===== src/design/mac_pkg.sv =====
package mac_pkg;
  // Slave address, upper six bits fixed, bit D1 from the select pin
  localparam logic [5:0] ADDR_HIGH = 6'h33;
  // Register offsets
  localparam logic [7:0] OFS_CHANNEL = 8'h01;
  localparam logic [7:0] OFS_POST = 8'h02;
  localparam logic [7:0] OFS_CAL = 8'h12;
  // Reset values
  localparam logic [7:0] RST_CHANNEL = 8'hc7;
  localparam logic [7:0] RST_POST = 8'h00;
  localparam logic [7:0] RST_CAL = 8'h00;
  // Field positions and writable masks
  localparam int GAIN_LSB = 0;
  localparam int MUTE_LSB = 4;
  localparam int EN_LSB = 6;
  localparam int POST_LSB = 0;
  localparam int SEL_LSB = 3;
  localparam int CAL_BIT = 0;
  localparam logic [7:0] MASK_POST = 8'h1f;
  localparam logic [7:0] MASK_CAL = 8'h01;
  // Bit count of one byte
  localparam logic [3:0] BYTE_BITS = 4'h8;

  typedef enum logic [2:0] {
    MAC_IDLE, MAC_ADDR, MAC_ACK, MAC_RX, MAC_TX, MAC_TXACK, MAC_IGNORE
  } mac_phase_type;

  // Registered pin samples
  typedef struct packed {
    logic [1:0] scl_sync;
    logic [1:0] sda_sync;
    logic scl_d;
    logic sda_d;
  } mac_pins_type;

  // Whole slave state
  typedef struct packed {
    mac_pins_type pins;
    mac_phase_type phase;
    logic [3:0] bit_cnt;
    logic [7:0] shift;
    logic [1:0] byte_idx;
    logic reading;
    logic [7:0] reg_ptr;
    logic [7:0] pending;
    logic pend_valid;
    logic sda_low;
    logic busy;
    logic [7:0] channel;
    logic [7:0] post;
    logic [7:0] cal;
    logic cal_start;
  } mac_state_type;
endpackage


===== src/design/mac_i2c_slave.sv =====
// Behaviour
// - Answer address 110011x, pin sets D1
// - Eighth address bit selects write or read
// - Data changes only while clock low
// - Detect start and stop while clock high
// - Bus busy from start until stop
// - Repeated start restarts address reception
// - Bytes are eight bits, MSB first
// - Ninth pulse carries acknowledge from receiver
// - Acknowledge every received byte once addressed
// - Write: address, register select, data
// - Apply write at final acknowledge rise
// - Channel register: gain, mute, enable fields
// - Post register: gain, source; top zero
// - Rising calibration bit starts calibration
// - Gain code default 0111, 2 dB steps
// - Bit 4 mutes mic one, bit 5 two
module mac_i2c_slave (
  // Clock and reset
  input wire logic i_clock,
  input wire logic i_rst_n,
  // Bus pins
  input wire logic i_scl,
  input wire logic i_sda,
  output logic o_sda_out,
  output logic o_sda_oe,
  input wire logic i_addr_sel,
  // Amplifier controls
  output logic [3:0] o_preamp_gain_code,
  output logic [1:0] o_mic_mute,
  output logic [1:0] o_mic_enable,
  output logic [2:0] o_post_gain,
  output logic [1:0] o_source_select,
  output logic o_cal_request,
  output logic o_cal_start,
  output logic o_bus_busy
);
  mac_pkg::mac_state_type s_r;
  mac_pkg::mac_state_type s_nxt;
  logic [1:0] addr_sync_r;
  logic scl, sda, scl_rise, scl_fall, start_cond, stop_cond;
  logic [7:0] rx_byte, tx_byte;

  // Register read decode, reserved bits zero
  function automatic logic [7:0] read_reg(input logic [7:0] ptr, input mac_pkg::mac_state_type st);
    case (ptr)
      mac_pkg::OFS_CHANNEL: read_reg = st.channel;
      mac_pkg::OFS_POST: read_reg = st.post & mac_pkg::MASK_POST;
      mac_pkg::OFS_CAL: read_reg = st.cal & mac_pkg::MASK_CAL;
      default: read_reg = 8'h00;
    endcase
  endfunction

  // Address select pin synchroniser
  always_ff @(posedge i_clock) begin
    if (!i_rst_n) begin
      addr_sync_r <= 2'h0;
    end else begin
      addr_sync_r <= {addr_sync_r[0], i_addr_sel};
    end
  end

  // Edge and condition detection on the synchronised pins
  always_comb begin
    scl = s_r.pins.scl_sync[1];
    sda = s_r.pins.sda_sync[1];
    scl_rise = scl && !s_r.pins.scl_d;
    scl_fall = !scl && s_r.pins.scl_d;
    start_cond = scl && s_r.pins.scl_d && s_r.pins.sda_d && !sda;
    stop_cond = scl && s_r.pins.scl_d && !s_r.pins.sda_d && sda;
    rx_byte = {s_r.shift[6:0], sda};
    tx_byte = read_reg(s_r.reg_ptr, s_r);
  end

  // Protocol engine; SCL edges sampled here are a few clocks late, well inside hold time
  always_comb begin
    s_nxt = s_r;
    s_nxt.pins.scl_sync = {s_r.pins.scl_sync[0], i_scl};
    s_nxt.pins.sda_sync = {s_r.pins.sda_sync[0], i_sda};
    s_nxt.pins.scl_d = scl;
    s_nxt.pins.sda_d = sda;
    s_nxt.cal_start = 1'b0;
    if (start_cond) begin
      s_nxt.phase = mac_pkg::MAC_ADDR;
      s_nxt.bit_cnt = 4'h0;
      s_nxt.byte_idx = 2'h0;
      s_nxt.busy = 1'b1;
      s_nxt.sda_low = 1'b0;
      s_nxt.pend_valid = 1'b0;
    end else if (stop_cond) begin
      s_nxt.phase = mac_pkg::MAC_IDLE;
      s_nxt.busy = 1'b0;
      s_nxt.sda_low = 1'b0;
    end else begin
      case (s_r.phase)
        mac_pkg::MAC_IDLE, mac_pkg::MAC_IGNORE: begin
          s_nxt.sda_low = 1'b0;
        end
        mac_pkg::MAC_ADDR, mac_pkg::MAC_RX: begin
          if (scl_rise) begin
            s_nxt.shift = rx_byte;
            s_nxt.bit_cnt = s_r.bit_cnt + 4'h1;
          end
          if (scl_fall && s_r.bit_cnt == mac_pkg::BYTE_BITS) begin
            s_nxt.bit_cnt = 4'h0;
            if (s_r.phase == mac_pkg::MAC_ADDR) begin
              if (s_r.shift[7:2] == mac_pkg::ADDR_HIGH && s_r.shift[1] == addr_sync_r[1]) begin
                s_nxt.reading = s_r.shift[0];
                s_nxt.sda_low = 1'b1;
                s_nxt.phase = mac_pkg::MAC_ACK;
              end else begin
                s_nxt.phase = mac_pkg::MAC_IGNORE;
              end
            end else begin
              // Acknowledge every received byte
              s_nxt.sda_low = 1'b1;
              s_nxt.phase = mac_pkg::MAC_ACK;
              if (s_r.byte_idx == 2'h1) begin
                s_nxt.reg_ptr = s_r.shift;
              end else begin
                s_nxt.pending = s_r.shift;
                s_nxt.pend_valid = 1'b1;
              end
            end
          end
        end
        mac_pkg::MAC_ACK: begin
          // Write takes effect on the rising edge of our acknowledge
          if (scl_rise && s_r.pend_valid) begin
            s_nxt.pend_valid = 1'b0;
            case (s_r.reg_ptr)
              mac_pkg::OFS_CHANNEL: s_nxt.channel = s_r.pending;
              mac_pkg::OFS_POST: s_nxt.post = s_r.pending & mac_pkg::MASK_POST;
              mac_pkg::OFS_CAL: begin
                s_nxt.cal = s_r.pending & mac_pkg::MASK_CAL;
                s_nxt.cal_start = s_r.pending[mac_pkg::CAL_BIT] && !s_r.cal[mac_pkg::CAL_BIT];
              end
              default: s_nxt.pending = s_r.pending;
            endcase
          end
          if (scl_fall) begin
            s_nxt.byte_idx = (s_r.byte_idx == 2'h3) ? 2'h3 : s_r.byte_idx + 2'h1;
            if (s_r.reading) begin
              s_nxt.phase = mac_pkg::MAC_TX;
              s_nxt.shift = tx_byte;
              s_nxt.sda_low = !tx_byte[7];
              s_nxt.bit_cnt = 4'h1;
            end else begin
              s_nxt.phase = mac_pkg::MAC_RX;
              s_nxt.sda_low = 1'b0;
            end
          end
        end
        mac_pkg::MAC_TX: begin
          // Shift out on the falling edge only
          if (scl_fall) begin
            if (s_r.bit_cnt == mac_pkg::BYTE_BITS) begin
              s_nxt.sda_low = 1'b0;
              s_nxt.phase = mac_pkg::MAC_TXACK;
            end else begin
              s_nxt.shift = {s_r.shift[6:0], 1'b0};
              s_nxt.sda_low = !s_r.shift[6];
              s_nxt.bit_cnt = s_r.bit_cnt + 4'h1;
            end
          end
        end
        mac_pkg::MAC_TXACK: begin
          // Master ack sampled at rise; NACK leaves line released until the next start or stop
          if (scl_rise) begin
            s_nxt.phase = sda ? mac_pkg::MAC_IGNORE : mac_pkg::MAC_ACK;
          end
        end
        default: s_nxt.phase = mac_pkg::MAC_IDLE;
      endcase
    end
  end

  // State register
  always_ff @(posedge i_clock) begin
    if (!i_rst_n) begin
      s_r <= '0;
      s_r.pins.scl_sync <= 2'h3;
      s_r.pins.sda_sync <= 2'h3;
      s_r.pins.scl_d <= 1'b1;
      s_r.pins.sda_d <= 1'b1;
      s_r.phase <= mac_pkg::MAC_IDLE;
      s_r.channel <= mac_pkg::RST_CHANNEL;
      s_r.post <= mac_pkg::RST_POST;
      s_r.cal <= mac_pkg::RST_CAL;
    end else begin
      s_r <= s_nxt;
    end
  end

  // Outputs from flip-flops, sda_out tied low; slave never drives start or stop
  always_comb begin
    o_sda_out = 1'b0;
    o_sda_oe = s_r.sda_low;
    o_preamp_gain_code = s_r.channel[mac_pkg::GAIN_LSB +: 4];
    o_mic_mute = s_r.channel[mac_pkg::MUTE_LSB +: 2];
    o_mic_enable = s_r.channel[mac_pkg::EN_LSB +: 2];
    o_post_gain = s_r.post[mac_pkg::POST_LSB +: 3];
    o_source_select = s_r.post[mac_pkg::SEL_LSB +: 2];
    o_cal_request = s_r.cal[mac_pkg::CAL_BIT];
    o_cal_start = s_r.cal_start;
    o_bus_busy = s_r.busy;
  end

  // Busy rises after a start
  a_busy_after_start: assert property (
    @(posedge i_clock) disable iff (!i_rst_n) start_cond |=> o_bus_busy
  ) else $error("busy not set after start");

  // Stop frees the bus and the line
  a_idle_after_stop: assert property (
    @(posedge i_clock) disable iff (!i_rst_n) stop_cond |=> !o_bus_busy && !o_sda_oe
  ) else $error("bus not idle after stop");

  // Any start restarts address reception
  a_restart_addr: assert property (
    @(posedge i_clock) disable iff (!i_rst_n) start_cond |=> s_r.phase == mac_pkg::MAC_ADDR && s_r.bit_cnt == 4'h0
  ) else $error("restart ignored");

  // Our drive never moves while the clock is high
  a_sda_stable_high: assert property (
    @(posedge i_clock) disable iff (!i_rst_n) (scl && s_r.pins.scl_d && !start_cond && !stop_cond) |=> $stable(o_sda_oe)
  ) else $error("sda moved in high");

  // Unused bits of both narrow registers stay zero
  a_post_top_zero: assert property (
    @(posedge i_clock) disable iff (!i_rst_n) s_r.post[7:5] == 3'h0 && s_r.cal[7:1] == 7'h0
  ) else $error("reserved bits set");

  // Channel register only changes at our acknowledge rise
  a_write_on_ack: assert property (
    @(posedge i_clock) disable iff (!i_rst_n)
    !$stable(s_r.channel) |-> $past(s_r.phase) == mac_pkg::MAC_ACK && $past(scl_rise)
  ) else $error("early write");

  // Start pulse only on a fresh request
  a_cal_pulse: assert property (
    @(posedge i_clock) disable iff (!i_rst_n) o_cal_start |-> o_cal_request && !$past(o_cal_request)
  ) else $error("bad cal start");

  // Received bytes are acknowledged
  a_ack_driven: assert property (
    @(posedge i_clock) disable iff (!i_rst_n) s_r.phase == mac_pkg::MAC_ACK && !s_r.reading |-> o_sda_oe
  ) else $error("ack missing");

  // Open drain: the pad only ever pulls low
  a_open_drain_low: assert property (
    @(posedge i_clock) disable iff (!i_rst_n) o_sda_out == 1'b0
  ) else $error("sda driven high");

  // Line is only pulled in acknowledge or read data slots
  a_oe_in_slots: assert property (
    @(posedge i_clock) disable iff (!i_rst_n)
    o_sda_oe |-> s_r.phase == mac_pkg::MAC_ACK || s_r.phase == mac_pkg::MAC_TX
  ) else $error("sda pulled outside slot");

  // Ninth pulse after a received byte carries our acknowledge
  a_ack_after_byte: assert property (
    @(posedge i_clock) disable iff (!i_rst_n)
    s_r.phase == mac_pkg::MAC_RX && scl_fall && s_r.bit_cnt == mac_pkg::BYTE_BITS |=> o_sda_oe
  ) else $error("no ack after byte");

  // Master refusal ends the read and frees the line
  a_nack_release: assert property (
    @(posedge i_clock) disable iff (!i_rst_n)
    s_r.phase == mac_pkg::MAC_TXACK && scl_rise && sda |=> s_r.phase == mac_pkg::MAC_IGNORE && !o_sda_oe
  ) else $error("line held after nack");

  // Foreign address traffic never sees our drive
  a_ignore_quiet: assert property (
    @(posedge i_clock) disable iff (!i_rst_n) s_r.phase == mac_pkg::MAC_IGNORE |-> !o_sda_oe
  ) else $error("drive while ignoring");

  // Post register only changes at our acknowledge rise
  a_post_on_ack: assert property (
    @(posedge i_clock) disable iff (!i_rst_n)
    !$stable(s_r.post) |-> $past(s_r.phase) == mac_pkg::MAC_ACK && $past(scl_rise)
  ) else $error("early post write");

  // Bit counter never passes one byte
  a_bit_count_max: assert property (
    @(posedge i_clock) disable iff (!i_rst_n) s_r.bit_cnt <= mac_pkg::BYTE_BITS
  ) else $error("bit count overrun");

  // Start pulse lasts one clock
  a_cal_one_cycle: assert property (
    @(posedge i_clock) disable iff (!i_rst_n) o_cal_start |=> !o_cal_start
  ) else $error("cal start too long");

  // Second byte of a transfer selects the register
  a_ptr_from_select: assert property (
    @(posedge i_clock) disable iff (!i_rst_n)
    s_r.phase == mac_pkg::MAC_RX && scl_fall && s_r.bit_cnt == mac_pkg::BYTE_BITS && s_r.byte_idx == 2'h1
    |=> s_r.reg_ptr == $past(s_r.shift)
  ) else $error("register select lost");

  // Calibration register keeps only its trigger bit
  a_cal_top_zero: assert property (
    @(posedge i_clock) disable iff (!i_rst_n) s_r.cal[7:1] == 7'h0
  ) else $error("cal reserved bits set");
endmodule


===== config.mk =====
export PLATFORM = sky130hd
export DESIGN_NAME = mac_i2c_slave
export DESIGN_NICKNAME = d
export VERILOG_FILES = /design/src/design/mac_pkg.sv /design/src/design/mac_i2c_slave.sv
export SDC_FILE = /design/constraint.sdc
export NUM_CORES = 1
export LEC_CHECK = 0
export BUFFER_PORTS_ARGS = -buffer_cell sky130_fd_sc_hd__buf_2
export CAP_MARGIN = 10
export CORE_MARGIN = 8
export CORE_UTILIZATION = 55
export CTS_BUF_LIST = sky130_fd_sc_hd__clkbuf_16
export DETAILED_ROUTE_END_ITERATION = 8
export PLACE_DENSITY = 0.74
export SETUP_SLACK_MARGIN = 0.3
export SYNTH_ARGS = -nofsm -noshare
export SYNTH_HDL_FRONTEND = slang
export SYNTH_SLANG_ARGS = --single-unit

===== constraint.sdc =====
create_clock -name i_clock -period 5.6 [get_ports i_clock]
set_input_delay 0.56 -clock i_clock [delete_from_list [all_inputs] [get_ports i_clock]]
set_output_delay 0.56 -clock i_clock [all_outputs]
set_load 0.01 [all_outputs]

==> qor.csv <==
metric,value,unit
synthFlopType,dfxtp_1,
cap_violations,0,
cts_buffers,9,
synthCells,337,
cts_buffer_depth,2,
area_delta_synth_final,8.990,%
drt_iter0_markers,272,
rsz0062_at_grt,false,
cp.required,5.87,ns
netlist.area_leader.share,0.3941,
antenna_found_initial,0,
clock_sinks,60,
fp.dieH,90.44,um
cts_root_buf,clkbuf_16,
syn_avg_cell_area,9.044,um^2
dieWidth,90.44,um
clk_pin_slew_worst_paths,0.05,ns
vias,2460,
crit_fanout,16,
avgViaCountPerCell,5.985,
final.fill_count,464,
yosysWarnings,0,
first_pass_iters,5,
hp-class,reg -> reg,
hold_buffers,0,
portBuffers,21,
dp_hpwl,4.463,mm
synth-edff-count,0,
synth_seq_cells,60,
fin_crit,2.329,ns
synth_cell_types,54,
h-tree-depth,3,
synth_area,3048,um^2
post_cts_buffers,0,
preCtsSetupSlack,3.350,ns
grt_usage,0.1650,
start_util,0.5604,
p_leak,1.249,nW
die_area,8179,um^2
timing.fmax,429.3,MHz
diodes,0,
hold_violations,0,
nNetsFinal,341,
synth_commonest_cells,"dfxtp_1, nand2_1, nor2b_1",
relSlewSlack,0.4687,
p_per_area,306.1,nW/um^2
gr-total-overflow,0,
async_flop_share,0,
vdd_drop_max,219.6,uV
grt_pass1_vias,2208,
drc,0,
synth.largest_area_cell,dfxtp_1,
grt_pass1_wl,11.10,mm
tightest_slew,0.7926,ns
endpoint_kind,register,
timing.final.crit_share,0.4159,
slew_violations,0,
critPathKind,reg -> reg,
cp.arrival,2.60,ns
cts_tree,yes,
ant_nets,0,
rows,27,
synthTopCellsByArea,"dfxtp_1, mux2i_1, nor2b_1",
finalSetupTns,0,ns
outcome,"finished, final reports clean",
io_pins,23,
gp_congestion,0.8663,
setup_viol,0,
post_cts_resized,0,
setup_slack,3.271,ns
wl_per_cell,16.35,um
seq_area_frac_synth,0.3941,
drive_gt1_frac,0.1416,
yosysMostFrequentCell,dfxtp_1,
grt_max_degree,54,
synth_nets,344,
core-area,5439,um^2
crit_path_start_kind,register,
routed_wl,6.721,mm
clk_latency,0.33,ns
clock_skew,0.005471,ns
routing by layer:
layer,vias up,routed length (um),part of all wire,global-route usage
li1,1195,-,-,-
met1,1146,3050,0.45,0.2112
met2,106,3119,0.46,0.2546
met3,13,446,0.066,0.04572
met4,0,104,0.015,0.06657
met5,-,0,0,0
sequential cells by signal, summed over array words and instances (netlist names):
signal              flops
o_bus_busy              1
rx_byte                 8
o_cal_start             1
o_cal_request           1
o_source_select         2
o_mic_mute              2
o_sda_oe                1
s_nxt                   3
o_post_gain             3
s_r                    30
o_preamp_gain_code      4
o_mic_enable            2
addr_sync_r             2
power by group:
group | internal, mW | switching (mW)
Sequential | 0.434 | 0.00987
Combinational | 0.0156 | 0.0200
Clock | 0.341 | 0.196
Total | 0.791 | 0.226
stage by stage:
stage / power (mW) / instance area [um^2] / hold slack [ns] / utilization / cells
after detailed placement: 0.4884 / 3030 / 0.3925 / 0.5572 / 395
final: 1.017 / 3322 / 0.4036 / 0.6108 / 411
after CTS: 1.022 / 3322 / 0.4049 / 0.6108 / 411
after global routing: 1.047 / 3322 / 0.4203 / 0.6108 / 411
after floorplan: 0.4795 / 3048 / 0.3863 / - / 337
after global placement: 0.4874 / 3030 / 0.3902 / 0.5572 / 395
cell type report:
| class | count | area, um^2 | area share |
|---|---|---|---|
| inverter | 5 | 18.77 | 0.005650 |
| tap | 72 | 90.09 | 0.02712 |
| clock buffer | 9 | 225.2 | 0.06780 |
| clock inverter | 7 | 66.31 | 0.01996 |
| multi-input combinational | 237 | 1615 | 0.4863 |
| sequential | 60 | 1201 | 0.3616 |
| timing repair buffer | 21 | 105.1 | 0.03164 |
final timing paths:
check             from    endpoint  slack [ns]  depth (start not counted)
max            s_r[60]     s_r[54]        3.27                          5
min          s_nxt[65]  rx_byte[0]        0.40                          1
min reg2reg  s_nxt[65]  rx_byte[0]        0.40                          1
max reg2reg    s_r[60]     s_r[54]        3.27                          5
cell families (layout without fill, tap and decap cells):
group / Yosys count / count (layout) / synth area share
AO/OA/AOI/OAI: 79 / 79 / 0.1819
XOR/XNOR: 3 / 3 / 0.008622
adder cells (fa/ha/maj): 2 / 2 / 0.008209
buffers and inverters: 40 / 42 / 0.07594
flip-flops: 60 / 60 / 0.3941
multiplexers: 23 / 23 / 0.07553
other: 1 / 1 / 0.001230
AND/OR/NAND/NOR: 129 / 129 / 0.2545
critical path: stages, from the launching register on:
cell and delay, ns:
dfxtp_1 0.65, or3b_1 0.61, nor4_4 0.58, a32oi_1 0.19, nand2_1 0.10, o211a_1 0.13
layout by cell type, fill, tap and decap left out, types with 2 or more instances in the layout:
cell and count:
nand2_1 28, a21oi_1 12, a221oi_1 2, o31ai_1 3
nor2_1 8, and3_1 3, nor3_1 6, o211a_1 3
o21ai_0 18, a22o_1 6, clkbuf_16 9, o211ai_1 2
buf_2 21, and2_1 4, clkinv_1 2, nand4b_1 2
o21a_1 2, nand3b_1 3, clkinvlp_4 2, or3_1 5
xnor2_1 2, nor3_2 3, ha_1 2, a32oi_1 7
mux2i_1 23, o22ai_1 3, dfxtp_1 60, nor2b_1 28
inv_1 5, nand3_1 14, a31oi_1 4, nand2b_1 13
a21boi_0 10
(Power assumes the default switching activity.)
